--- config.mk ---
export PLATFORM = sky130hd
export DESIGN_NAME = spb_serial
export DESIGN_NICKNAME = d
export VERILOG_FILES = /design/src/spb_pkg.sv /design/src/spb_timer2.sv /design/src/spb_serial.sv
export VERILOG_INCLUDE_DIRS = /design/src
export SDC_FILE = /design/constraint.sdc
export NUM_CORES = 1
export LEC_CHECK = 0
export ABC_CLOCK_PERIOD_IN_PS = 3350
export BUFFER_PORTS_ARGS = -buffer_cell sky130_fd_sc_hd__buf_2
export CAP_MARGIN = 30
export CORE_ASPECT_RATIO = 0.9
export CORE_UTILIZATION = 58
export DETAILED_ROUTE_END_ITERATION = 12
export PLACE_DENSITY_LB_ADDON = 0.1
export SKIP_LAST_GASP = 1
export SYNTH_ARGS = -nofsm -noshare
export SYNTH_HDL_FRONTEND = slang
export SYNTH_SLANG_ARGS = --single-unit
export TNS_END_PERCENT = 30
--- constraint.sdc ---
create_clock -name clock -period 3.35 [get_ports clock]
set_clock_uncertainty 0.05 [all_clocks]
set_input_delay 0.5025 -clock clock [delete_from_list [all_inputs] [get_ports clock]]
set_output_delay 0.5025 -clock clock [all_outputs]
set_load 0.02 [all_outputs]
--- src/spb_defs.svh ---
// constants for the serial port block: offsets, fields, reset values, timing
`ifndef SPB_DEFS_SVH
`define SPB_DEFS_SVH
`define SPB_OFF_CTRL 12'h000
`define SPB_OFF_BUF 12'h004
`define SPB_OFF_T2CTRL 12'h008
`define SPB_OFF_T2CNT 12'h00C
`define SPB_OFF_RELOAD 12'h010
`define SPB_OFF_T1TICK 12'h014
`define SPB_CTRL_RST 32'h0000_0000
`define SPB_T2CTRL_RST 32'h0000_0000
// serial control fields
`define SPB_F_RXF 0
`define SPB_F_TXF 1
`define SPB_F_R9 2
`define SPB_F_REN 4
`define SPB_F_MPE 5
`define SPB_F_MODE 6
// timer 2 control fields
`define SPB_F_RCS 0
`define SPB_F_CNT 1
`define SPB_F_RUN 2
`define SPB_F_EXE 3
`define SPB_F_TCS 4
`define SPB_F_RCLK 5
`define SPB_F_EXF 6
// one state time is two oscillator periods, one machine cycle twelve
`define SPB_STATE_DIV 2
`define SPB_PHASES 12
`define SPB_OVS 16
`endif

--- src/spb_pkg.sv ---
// types shared by the serial port block
package spb_pkg;
    typedef struct packed {
        logic rxd_o;
        logic rxd_oe;
        logic txd_o;
    } spb_pins_type;
    typedef enum logic [1:0] {
        SPB_TX_IDLE = 2'b00,
        SPB_TX_WAIT = 2'b01,
        SPB_TX_SEND = 2'b10
    } spb_tx_state_type;
    typedef enum logic [1:0] {
        SPB_RX_IDLE = 2'b00,
        SPB_RX_ARM = 2'b01,
        SPB_RX_BUSY = 2'b10
    } spb_rx_state_type;
endpackage

--- src/spb_timer2.sv ---
// timer 2 as baud rate generator with 16-bit auto reload
`timescale 1ns/10ps
`include "spb_defs.svh"
module spb_timer2 (
    // clock and reset
    input wire logic clock,
    input wire logic rst,
    // control
    input wire logic run,
    input wire logic count_ext,
    input wire logic ext_enable,
    input wire logic state_tick,
    input wire logic ext_fall,
    input wire logic t2_pin_fall,
    // counter access
    input wire logic [15:0] reload,
    input wire logic cnt_we,
    input wire logic [15:0] cnt_wdata,
    // results
    output logic [15:0] count,
    output logic overflow,
    output logic ext_flag_set
);
    logic [15:0] cnt_ff, nxt_cnt;
    logic inc;
    // timer function counts state times, counter function counts pin falls
    always_comb begin
        inc = run && (count_ext ? t2_pin_fall : state_tick);
        nxt_cnt = cnt_ff;
        if (cnt_we) begin
            nxt_cnt = cnt_wdata;
        end else if (inc) begin
            nxt_cnt = (cnt_ff == 16'hFFFF) ? reload : cnt_ff + 16'h0001;
        end
    end
    always_ff @(posedge clock) begin
        if (rst) begin
            cnt_ff <= 16'h0000;
        end else begin
            cnt_ff <= nxt_cnt;
        end
    end
    assign count = cnt_ff;
    assign overflow = inc && !cnt_we && (cnt_ff == 16'hFFFF);
    assign ext_flag_set = ext_enable && ext_fall;

    chk_reload_value: assert property (@(posedge clock) disable iff (rst)
        overflow |=> cnt_ff == $past(reload)) else $error("reload not taken");
    chk_state_rate: assert property (@(posedge clock) disable iff (rst)
        (run && !count_ext && !state_tick && !cnt_we) |=> $stable(cnt_ff))
        else $error("timer moved off tick");
endmodule

--- src/spb_serial.sv ---
// serial port modes 0 and 1 with timer 2 baud generator, APB slave
//
// Function
// - Timer 2 clocks a direction whenever its transmit or receive select is set.
// - High byte rollover reloads both timer bytes from the reload registers.
// - Asynchronous bit rate equals timer 2 overflow rate over sixteen.
// - As baud generator timer 2 counts each state time, oscillator over two.
// - Resulting bit rate is oscillator over 32 times (65536 minus reload).
// - Baud generator rollover never sets the timer 2 overflow flag.
// - With external enable, a falling timer 2 external pin sets the external flag.
// - Mode 0 shifts 8 bits LSB first on rx pin, clock on tx pin.
// - Mode 0 buffer write loads marker; sending begins one machine cycle later.
// - Shift clock low S3 to S5, high S6 to S2; right shift at S6P2.
// - Mode 0 transmit ends with final shift and transmit flag at tenth cycle.
// - Mode 0 receive starts on enable with flag clear; shifter loads 11111110.
// - Mode 0 receive shifts left at S6P2 taking pin sampled at S5P2.
// - Mode 0 receive loads buffer and sets flag when initial zero reaches left.
// - Mode 1 frame: start 0, eight data LSB first, stop 1.
// - Mode 1 write loads marker; start bit at next rollover, data later.
// - Mode 1 transmit sets flag and stops at tenth rollover after write.
// - Mode 1 receiver on falling edge resets divider and loads 1FF.
// - Majority of samples 7, 8, 9; bad start bit resumes hunting.
// - Frame accepted only with flag clear and multiproc off or stop bit one.
// - After the stop bit sample the receiver hunts for a new edge.
// - Reception happens only while receive enable stays set.
`timescale 1ns/10ps
`include "spb_defs.svh"
module spb_serial (
    // clock and reset
    input wire logic clock,
    input wire logic rst,
    // apb slave
    input wire logic psel,
    input wire logic penable,
    input wire logic pwrite,
    input wire logic [11:0] paddr,
    input wire logic [31:0] pwdata,
    output logic [31:0] prdata,
    output logic pready,
    output logic pslverr,
    // serial pins
    input wire logic rxd_i,
    input wire logic timer2_ext_pin_i,
    input wire logic t2_pin_i,
    output spb_pkg::spb_pins_type pins,
    // timer 1 overflow from outside the block
    input wire logic t1_overflow
);
    import spb_pkg::*;

    // synchronisers for pins
    logic [1:0] rxd_sync_ff, ex_sync_ff, t2p_sync_ff;
    logic ex_last_ff, t2p_last_ff;
    always_ff @(posedge clock) begin
        if (rst) begin
            rxd_sync_ff <= 2'b11;
            ex_sync_ff <= 2'b11;
            t2p_sync_ff <= 2'b11;
            ex_last_ff <= 1'b1;
            t2p_last_ff <= 1'b1;
        end else begin
            rxd_sync_ff <= {rxd_sync_ff[0], rxd_i};
            ex_sync_ff <= {ex_sync_ff[0], timer2_ext_pin_i};
            t2p_sync_ff <= {t2p_sync_ff[0], t2_pin_i};
            ex_last_ff <= ex_sync_ff[1];
            t2p_last_ff <= t2p_sync_ff[1];
        end
    end
    logic rxd, ex_fall, t2p_fall;
    assign rxd = rxd_sync_ff[1];
    assign ex_fall = ex_last_ff && !ex_sync_ff[1];
    assign t2p_fall = t2p_last_ff && !t2p_sync_ff[1];

    // phase counter: 12 oscillator periods per machine cycle, S1P1..S6P2
    logic [3:0] ph_ff, nxt_ph;
    always_comb begin
        nxt_ph = (ph_ff == 4'(`SPB_PHASES - 1)) ? 4'h0 : ph_ff + 4'h1;
    end
    always_ff @(posedge clock) begin
        if (rst) begin
            ph_ff <= 4'h0;
        end else begin
            ph_ff <= nxt_ph;
        end
    end
    function automatic logic at_phase(input logic [3:0] ph, input int s, input int p);
        at_phase = (ph == 4'((s - 1) * 2 + (p - 1)));
    endfunction
    logic s6p2, s5p2, s1p1, s3p1, s6p1, state_tick;
    assign s6p2 = at_phase(ph_ff, 6, 2);
    assign s5p2 = at_phase(ph_ff, 5, 2);
    assign s1p1 = at_phase(ph_ff, 1, 1);
    assign s3p1 = at_phase(ph_ff, 3, 1);
    assign s6p1 = at_phase(ph_ff, 6, 1);
    assign state_tick = ph_ff[0];

    // shifters fill from the right, so the first bit on the line lands leftmost
    function automatic logic [7:0] rev8(input logic [7:0] v);
        for (int i = 0; i < 8; i++) begin
            rev8[i] = v[7 - i];
        end
    endfunction

    // registers
    logic [7:0] ctrl_ff, nxt_ctrl, t2c_ff, nxt_t2c, buf_ff, nxt_buf;
    logic [15:0] reload_ff, nxt_reload, t2_count;
    logic wr_en, rd_en, hit;
    logic t2_ovf, t2_ext_set, cnt_we;
    assign wr_en = psel && penable && pwrite;
    assign rd_en = psel && penable && !pwrite;
    assign pready = 1'b1;
    assign hit = (paddr == `SPB_OFF_CTRL) || (paddr == `SPB_OFF_BUF) || (paddr == `SPB_OFF_T2CTRL)
        || (paddr == `SPB_OFF_T2CNT) || (paddr == `SPB_OFF_RELOAD);
    assign pslverr = psel && penable && !hit;
    assign cnt_we = wr_en && paddr == `SPB_OFF_T2CNT;

    spb_timer2 u_t2 (
        .clock(clock),
        .rst(rst),
        .run(t2c_ff[`SPB_F_RUN]),
        .count_ext(t2c_ff[`SPB_F_CNT]),
        .ext_enable(t2c_ff[`SPB_F_EXE]),
        .state_tick(state_tick),
        .ext_fall(ex_fall),
        .t2_pin_fall(t2p_fall),
        .reload(reload_ff),
        .cnt_we(cnt_we),
        .cnt_wdata(pwdata[15:0]),
        .count(t2_count),
        .overflow(t2_ovf),
        .ext_flag_set(t2_ext_set)
    );

    // per direction baud tick and divide by 16
    logic tx_src, rx_src;
    assign tx_src = t2c_ff[`SPB_F_TCS] ? t2_ovf : t1_overflow;
    assign rx_src = t2c_ff[`SPB_F_RCS] ? t2_ovf : t1_overflow;
    logic [3:0] txdiv_ff, nxt_txdiv, rxdiv_ff, nxt_rxdiv;
    logic tx_roll, mode1;
    assign mode1 = ctrl_ff[`SPB_F_MODE];
    assign tx_roll = tx_src && txdiv_ff == 4'hF;

    // transmit
    spb_tx_state_type tx_st_ff, nxt_tx_st;
    logic [8:0] tsh_ff, nxt_tsh;
    logic [3:0] tcnt_ff, nxt_tcnt;
    logic txo_ff, nxt_txo, sclk_ff, nxt_sclk, t_set;
    logic buf_wr;
    assign buf_wr = wr_en && paddr == `SPB_OFF_BUF;
    always_comb begin
        nxt_tx_st = tx_st_ff;
        nxt_tsh = tsh_ff;
        nxt_tcnt = tcnt_ff;
        nxt_txo = txo_ff;
        t_set = 1'b0;
        if (buf_wr) begin
            nxt_tsh = {1'b1, pwdata[7:0]};
            nxt_tx_st = SPB_TX_WAIT;
            nxt_tcnt = 4'h0;
        end else begin
            case (tx_st_ff)
                SPB_TX_IDLE: begin
                    nxt_txo = 1'b1;
                end
                SPB_TX_WAIT: begin
                    if (!mode1 && s6p2) begin
                        // bus writes land at any phase; wait a full machine cycle
                        nxt_tcnt = 4'h1;
                        if (tcnt_ff == 4'h1) begin
                            nxt_tx_st = SPB_TX_SEND;
                            nxt_tcnt = 4'h0;
                        end
                    end else if (mode1 && tx_roll) begin
                        nxt_tx_st = SPB_TX_SEND;
                        nxt_txo = 1'b0;
                        nxt_tcnt = 4'h1;
                    end
                end
                SPB_TX_SEND: begin
                    if (!mode1) begin
                        nxt_txo = tsh_ff[0];
                        if (s6p2) begin
                            nxt_tsh = {1'b0, tsh_ff[8:1]};
                            nxt_tcnt = tcnt_ff + 4'h1;
                        end
                        if (s1p1 && tcnt_ff == 4'h8) begin
                            nxt_tx_st = SPB_TX_IDLE;
                            t_set = 1'b1;
                            nxt_txo = 1'b1;
                        end
                    end else if (tx_roll) begin
                        nxt_tcnt = tcnt_ff + 4'h1;
                        if (tcnt_ff == 4'h9) begin
                            nxt_tx_st = SPB_TX_IDLE;
                            t_set = 1'b1;
                            nxt_txo = 1'b1;
                        end else if (tcnt_ff == 4'h1) begin
                            nxt_txo = tsh_ff[0];
                        end else begin
                            nxt_tsh = {1'b0, tsh_ff[8:1]};
                            nxt_txo = tsh_ff[1];
                        end
                    end
                end
                default: nxt_tx_st = SPB_TX_IDLE;
            endcase
        end
        nxt_txdiv = tx_src ? txdiv_ff + 4'h1 : txdiv_ff;
    end

    // receive
    spb_rx_state_type rx_st_ff, nxt_rx_st;
    logic [8:0] rsh_ff, nxt_rsh;
    logic [2:0] smp_ff, nxt_smp;
    logic [3:0] rcnt_ff, nxt_rcnt;
    logic r_set, r9_set, r9_val, rx_last_ff, samp_ff, nxt_samp, maj;
    assign maj = (smp_ff[0] & smp_ff[1]) | (smp_ff[0] & smp_ff[2]) | (smp_ff[1] & smp_ff[2]);
    always_comb begin
        nxt_rx_st = rx_st_ff;
        nxt_rsh = rsh_ff;
        nxt_smp = smp_ff;
        nxt_rcnt = rcnt_ff;
        nxt_rxdiv = rx_src ? rxdiv_ff + 4'h1 : rxdiv_ff;
        nxt_samp = samp_ff;
        nxt_buf = buf_ff;
        r_set = 1'b0;
        r9_set = 1'b0;
        r9_val = 1'b0;
        if (!ctrl_ff[`SPB_F_REN]) begin
            nxt_rx_st = SPB_RX_IDLE;
        end else begin
            case (rx_st_ff)
                SPB_RX_IDLE: begin
                    if (!mode1 && !ctrl_ff[`SPB_F_RXF] && s6p2) begin
                        nxt_rsh = 9'h0FE;
                        nxt_rx_st = SPB_RX_BUSY;
                        nxt_rcnt = 4'h0;
                    end else if (mode1 && rx_src && rx_last_ff && !rxd) begin
                        nxt_rxdiv = 4'h0;
                        nxt_rsh = 9'h1FF;
                        nxt_rx_st = SPB_RX_ARM;
                    end
                end
                SPB_RX_ARM, SPB_RX_BUSY: begin
                    if (!mode1) begin
                        if (s5p2) begin
                            nxt_samp = rxd;
                        end
                        if (s6p2) begin
                            nxt_rsh = {rsh_ff[7:0], samp_ff};
                            nxt_rcnt = rcnt_ff + 4'h1;
                            if (!rsh_ff[7]) begin
                                nxt_buf = rev8({rsh_ff[6:0], samp_ff});
                            end
                        end
                        if (s1p1 && rcnt_ff == 4'h8) begin
                            nxt_rx_st = SPB_RX_IDLE;
                            r_set = 1'b1;
                        end
                    end else if (rx_src) begin
                        if (rxdiv_ff >= 4'h6 && rxdiv_ff <= 4'h8) begin
                            nxt_smp = {smp_ff[1:0], rxd};
                        end
                        if (rxdiv_ff == 4'h9) begin
                            if (rx_st_ff == SPB_RX_ARM) begin
                                nxt_rx_st = maj ? SPB_RX_IDLE : SPB_RX_BUSY;
                                nxt_rsh = {rsh_ff[7:0], maj};
                            end else if (!rsh_ff[8]) begin
                                nxt_rx_st = SPB_RX_IDLE;
                                if (!ctrl_ff[`SPB_F_RXF] && (!ctrl_ff[`SPB_F_MPE] || maj)) begin
                                    nxt_buf = rev8(rsh_ff[7:0]);
                                    r_set = 1'b1;
                                    r9_set = 1'b1;
                                    r9_val = maj;
                                end
                            end else begin
                                nxt_rsh = {rsh_ff[7:0], maj};
                            end
                        end
                    end
                end
                default: nxt_rx_st = SPB_RX_IDLE;
            endcase
        end
        if (buf_wr) begin
            nxt_buf = buf_ff;
        end
    end

    // shift clock in mode 0 while sending or receiving
    always_comb begin
        nxt_sclk = 1'b1;
        if (!mode1 && (tx_st_ff == SPB_TX_SEND || rx_st_ff == SPB_RX_BUSY)) begin
            nxt_sclk = (nxt_ph >= 4'h4 && nxt_ph <= 4'h9) ? 1'b0 : 1'b1;
        end
    end

    // register writes; hardware set wins over software clear
    always_comb begin
        nxt_ctrl = ctrl_ff;
        nxt_t2c = t2c_ff;
        nxt_reload = reload_ff;
        if (wr_en && paddr == `SPB_OFF_CTRL) begin
            nxt_ctrl = pwdata[7:0];
        end
        if (wr_en && paddr == `SPB_OFF_T2CTRL) begin
            nxt_t2c = pwdata[7:0];
        end
        if (wr_en && paddr == `SPB_OFF_RELOAD) begin
            nxt_reload = pwdata[15:0];
        end
        if (t_set) begin
            nxt_ctrl[`SPB_F_TXF] = 1'b1;
        end
        if (r_set) begin
            nxt_ctrl[`SPB_F_RXF] = 1'b1;
        end
        if (r9_set) begin
            nxt_ctrl[`SPB_F_R9] = r9_val;
        end
        if (t2_ext_set) begin
            nxt_t2c[`SPB_F_EXF] = 1'b1;
        end
        // baud generator rollover leaves the overflow flag alone
        nxt_t2c[`SPB_F_RCLK] = nxt_t2c[`SPB_F_RCLK] | (t2_ovf && !(t2c_ff[`SPB_F_TCS] | t2c_ff[`SPB_F_RCS]));
    end

    always_ff @(posedge clock) begin
        if (rst) begin
            ctrl_ff <= 8'(`SPB_CTRL_RST);
            t2c_ff <= 8'(`SPB_T2CTRL_RST);
            reload_ff <= 16'h0000;
            buf_ff <= 8'h00;
            tx_st_ff <= SPB_TX_IDLE;
            tsh_ff <= 9'h000;
            tcnt_ff <= 4'h0;
            txo_ff <= 1'b1;
            sclk_ff <= 1'b1;
            txdiv_ff <= 4'h0;
            rxdiv_ff <= 4'h0;
            rx_st_ff <= SPB_RX_IDLE;
            rsh_ff <= 9'h000;
            smp_ff <= 3'h7;
            rcnt_ff <= 4'h0;
            samp_ff <= 1'b1;
            rx_last_ff <= 1'b1;
        end else begin
            ctrl_ff <= nxt_ctrl;
            t2c_ff <= nxt_t2c;
            reload_ff <= nxt_reload;
            buf_ff <= nxt_buf;
            tx_st_ff <= nxt_tx_st;
            tsh_ff <= nxt_tsh;
            tcnt_ff <= nxt_tcnt;
            txo_ff <= nxt_txo;
            sclk_ff <= nxt_sclk;
            txdiv_ff <= nxt_txdiv;
            rxdiv_ff <= nxt_rxdiv;
            rx_st_ff <= nxt_rx_st;
            rsh_ff <= nxt_rsh;
            smp_ff <= nxt_smp;
            rcnt_ff <= nxt_rcnt;
            samp_ff <= nxt_samp;
            rx_last_ff <= rx_src ? rxd : rx_last_ff;
        end
    end

    // pins: mode 0 drives data on rx pin and clock on tx pin
    assign pins.rxd_o = txo_ff;
    assign pins.rxd_oe = !mode1 && tx_st_ff == SPB_TX_SEND;
    assign pins.txd_o = mode1 ? txo_ff : sclk_ff;

    // read mux
    always_comb begin
        prdata = 32'h0000_0000;
        if (rd_en) begin
            case (paddr)
                `SPB_OFF_CTRL: prdata = {24'h000000, ctrl_ff};
                `SPB_OFF_BUF: prdata = {24'h000000, buf_ff};
                `SPB_OFF_T2CTRL: prdata = {24'h000000, t2c_ff};
                `SPB_OFF_T2CNT: prdata = {16'h0000, t2_count};
                `SPB_OFF_RELOAD: prdata = {16'h0000, reload_ff};
                default: prdata = 32'h0000_0000;
            endcase
        end
    end

    chk_tx_flag_end: assert property (@(posedge clock) disable iff (rst)
        (!mode1 && tx_st_ff == SPB_TX_SEND && tcnt_ff == 4'h8) |-> tsh_ff == 9'h001)
        else $error("marker not alone at end of mode 0 send");
    chk_tx_done_flag: assert property (@(posedge clock) disable iff (rst)
        (t_set && !buf_wr) |=> ctrl_ff[`SPB_F_TXF] && tx_st_ff == SPB_TX_IDLE)
        else $error("tx flag not set at end");
    chk_rx_enable: assert property (@(posedge clock) disable iff (rst)
        !ctrl_ff[`SPB_F_REN] |=> rx_st_ff == SPB_RX_IDLE) else $error("rx without enable");
    chk_rx_accept: assert property (@(posedge clock) disable iff (rst)
        r9_set |=> ctrl_ff[`SPB_F_RXF] && ctrl_ff[`SPB_F_R9] == $past(maj))
        else $error("accepted frame not flagged");
    chk_m1_start: assert property (@(posedge clock) disable iff (rst)
        (mode1 && tx_st_ff == SPB_TX_WAIT && tx_roll && !buf_wr) |=> !txo_ff)
        else $error("no start bit");
    chk_m0_load: assert property (@(posedge clock) disable iff (rst)
        (!mode1 && rx_st_ff == SPB_RX_IDLE && nxt_rx_st == SPB_RX_BUSY) |=> rsh_ff == 9'h0FE)
        else $error("bad mode 0 rx load");
    chk_m1_hunt: assert property (@(posedge clock) disable iff (rst)
        (mode1 && rx_st_ff == SPB_RX_IDLE && nxt_rx_st == SPB_RX_ARM) |=> rxdiv_ff == 4'h0 && rsh_ff == 9'h1FF)
        else $error("bad edge restart");
    chk_no_t2_flag: assert property (@(posedge clock) disable iff (rst)
        (t2_ovf && (t2c_ff[`SPB_F_TCS] | t2c_ff[`SPB_F_RCS]) && !wr_en) |=> $stable(t2c_ff[`SPB_F_RCLK]))
        else $error("overflow flag set in baud mode");
endmodule

==> key figures <==
Status
  • Status: complete, no violations

STA
  • Final TNS setup: 0 ns
  • Max Freq: 320 MHz
  • Endpoints failing hold: 0
  • Worst-margin pin slew: 0.978 ns
  • Crit share post-route: 93.4%
  • Finish-stage setup viols: 0
  • Final hold slack: 0.210 ns
  • Unrepaired setup endpoints after global routing: no
  • Post-route minimum period: 3.13 ns
  • Slew margin rel.: 34.3%
  • Final Max Tran Viols: 0

Synthesis
  • Number of flops mapped to enable cells by yosys: 0
  • Share of the synthesized area in the top cell type: 33.9%
  • Asr flop ratio synth: 0%
  • Synthesis Warnings: 0
  • Syn Area/Cell: 8.21 µm²
  • Register area share after synthesis: 33.9%
  • Count leader, synth: dfxtp_1
  • Synth cell types: 71
  • Synthesized cell area: 6680 µm²
  • Gate Count Post-Synth: 813
  • Post-synth top flop: dfxtp_1
  • Synth top area cells: dfxtp_1 (34%), mux2i_1 (7.3%), nor2_1 (5.5%)
  • Synthesis-stage register bit count: 113
  • Cell accounting for the most synthesized area: dfxtp_1
  • Most frequent cells after synthesis: dfxtp_1 (113), nor2_1 (97), nand2_1 (62)

GRT
  • Total gr overflow: 0
  • Initial antenna violation count: 0
  • All-Layer GR Usage: 30.6%
  • First-pass GRT wire length: 28.6 mm
  • Number of global-route vias before repair: 5,675
  • Largest net degree at the start of global routing: 109

Clocking
  • CTS Buf Count: 17
  • Clock-pin slew on the worst setup and hold paths: 0.06 ns
  • CTS root buffer: clkbuf_16
  • Hold Buf Count CTS: 0
  • Clock sink total: 113
  • Postcts setup bufs: 0
  • Worst-case clock buffer depth: 2
  • CTS tree: done
  • # resized after CTS: 0
  • H-tree depth: 4
  • Clk_lat worst skew: 0.42 ns

Floorplan
  • DIE AREA: 11,900 µm²
  • Core area: 11,000 µm²
  • DIE WIDTH: 115 µm
  • IO Count: 90
  • Initial Util: 60.5%
  • Die Y: 104 µm
  • FP Rows: 36

Cells and area
  • Area growth from synthesis to layout: 15.2%
  • Nets: 922
  • FILL cells: 891
  • Post-layout util: 69.7%
  • # diodes: 0
  • Proportion of layout cells with a drive suffix above 1: 16.8%
  • Register Area: 2260 µm²
  • Footprint of the multi-input gates: 4000 µm²

Flow run
  • Max-cap viol count: 0

Critical path
  • Worst EP arrival: 3.40 ns
  • Worst Path Required: 3.62 ns
  • Startpoint Class: register
  • CP top delay family: compound AO/OA/AOI/OAI gates
  • Critical-path top delay cell: or4_4
  • CP endpoint kind: register
  • Crit-path cells: nand4_1 > or4_4 > a2111oi_4 > buf_4 > o31a_1 > a21oi_1 > a311oi_1
  • Crit path buffers/inverters: 1
  • Crit path largest cell delay: 0.69 ns
  • CP max FO: 9
  • Critical path class: register to register

Power and ir drop
  • Combinational share of power: 4.2%
  • Net Sw Frac: 22.0%
  • Leakage: 2.96 nW
  • P_int: 2.75 mW
  • PwrDens: 459 nW/µm²
  • Sequential Power Share: 39.0%
  • Clock power share: 56.7%
  • Sw Pwr: 774 µW
  • Worst vdd ir: 0.377 mV

Route
  • DR WL/cell: 17.6 µm
  • 1st-pass router iterations: 9
  • Initial DRC count: 790
  • Via Count: 6,308
  • Via density per instance: 6.21
  • Drt drc: 0
  • Routed WL: 17.8 mm
  • Antenna-violating nets left: 0

Worst hold path
  • Hold Path Class: input pin to register

Placement
  • Hpwl dp: 12.2 mm
  • GP Congestion: 0.925
  • Port Buffers: 56
[area by class of cell]
cell class | count | share of cell area, %
Multi-Input combinational cell | 610 | 52.0
Inverter | 29 | 1.42
Clock buffer | 19 | 5.76
Timing Repair Buffer | 80 | 6.18
Clock inverter | 13 | 2.73
Tap cell | 152 | 2.47
Sequential cell | 113 | 29.4
[sequential cells by signal (all words and copies together), names as in the netlist, 3 cells and up]
register    flops
txdiv_ff        4
tsh_ff          9
smp_ff          3
u_t2.count     16
t2c_ff          8
buf_ff          8
ph_ff           4
rcnt_ff         4
ctrl_ff         8
tcnt_ff         4
rsh_ff          9
reload_ff      16
rxdiv_ff        4
[stage by stage]
stage,setup slack [ns],power (mW),cells,area [µm²]
finish,0.222,3.53,1016,7690
global route,0.134,3.63,1016,7690
CTS,0.146,3.55,1016,7690
detailed placement,0.190,1.55,984,7030
global placement,0.239,1.55,984,7030
floorplan,0.0630,1.51,828,6730
[layout by cell type (no fill, tap or decap), drive strengths merged, types with 4 or more instances in the layout]
| master | n |
|---|---|
| a31oi | 5 |
| o211ai | 6 |
| nand2b | 9 |
| a221oi | 15 |
| nor2 | 97 |
| conb | 17 |
| xnor2 | 9 |
| a221o | 9 |
| mux2 | 13 |
| a222oi | 8 |
| buf | 80 |
| inv | 29 |
| or2 | 11 |
| a311oi | 7 |
| o21ai | 33 |
| mux2i | 49 |
| ha | 18 |
| nand3 | 29 |
| a21oi | 47 |
| a211o | 4 |
| bufinv | 5 |
| clkinv | 6 |
| a22oi | 11 |
| and2 | 9 |
| nor2b | 15 |
| nand3b | 5 |
| or3 | 5 |
| a211oi | 19 |
| dfxtp | 113 |
| nor3 | 24 |
| clkbuf | 19 |
| xor2 | 6 |
| nand2 | 62 |
| and3 | 9 |
| or4 | 4 |
| nor4 | 5 |
| nand4 | 8 |
[worst paths after layout]
kind	to	from	slack, ns	cells after the start
setup / recovery	rsh_ff[2]	u_t2.count[6]	0.22	7
hold reg to reg	ex_sync_ff[1]	ex_sync_ff[0]	0.36	1
hold / removal	rxd_sync_ff[0]	rxd_i	0.21	2
setup reg to reg	rsh_ff[2]	u_t2.count[6]	0.22	7
[cells by family after synthesis]
group,after synthesis,synth area share (%)
compound gates,191,20.8
xor+xnor,15,1.97
fa+ha+maj,18,3.37
buf+inv,105,7.18
flops,113,33.9
mux,62,9.60
other cells,2,0.113
simple gates,307,23.0
[power groups by stage]
stage	combinational, mW	clock, mW	sequential, mW
after detailed placement	0.147	0	1.40
after global placement	0.143	0	1.40
after global routing	0.165	2.09	1.38
after CTS	0.148	2.02	1.38
after floorplan	0.112	0	1.40
final	0.149	2.00	1.38
[layer usage]
metal / track usage (%) / part of all wire [%] / wire length, µm / vias up
li1: - / - / - / 2986
met1: 43.2 / 46 / 8180 / 2982
met2: 44.7 / 44 / 7830 / 316
met3: 8.60 / 8.9 / 1590 / 24
met4: 9.74 / 1.3 / 233 / 0
met5: 0 / 0 / 0 / -
Power figures use the tool's default switching activity.
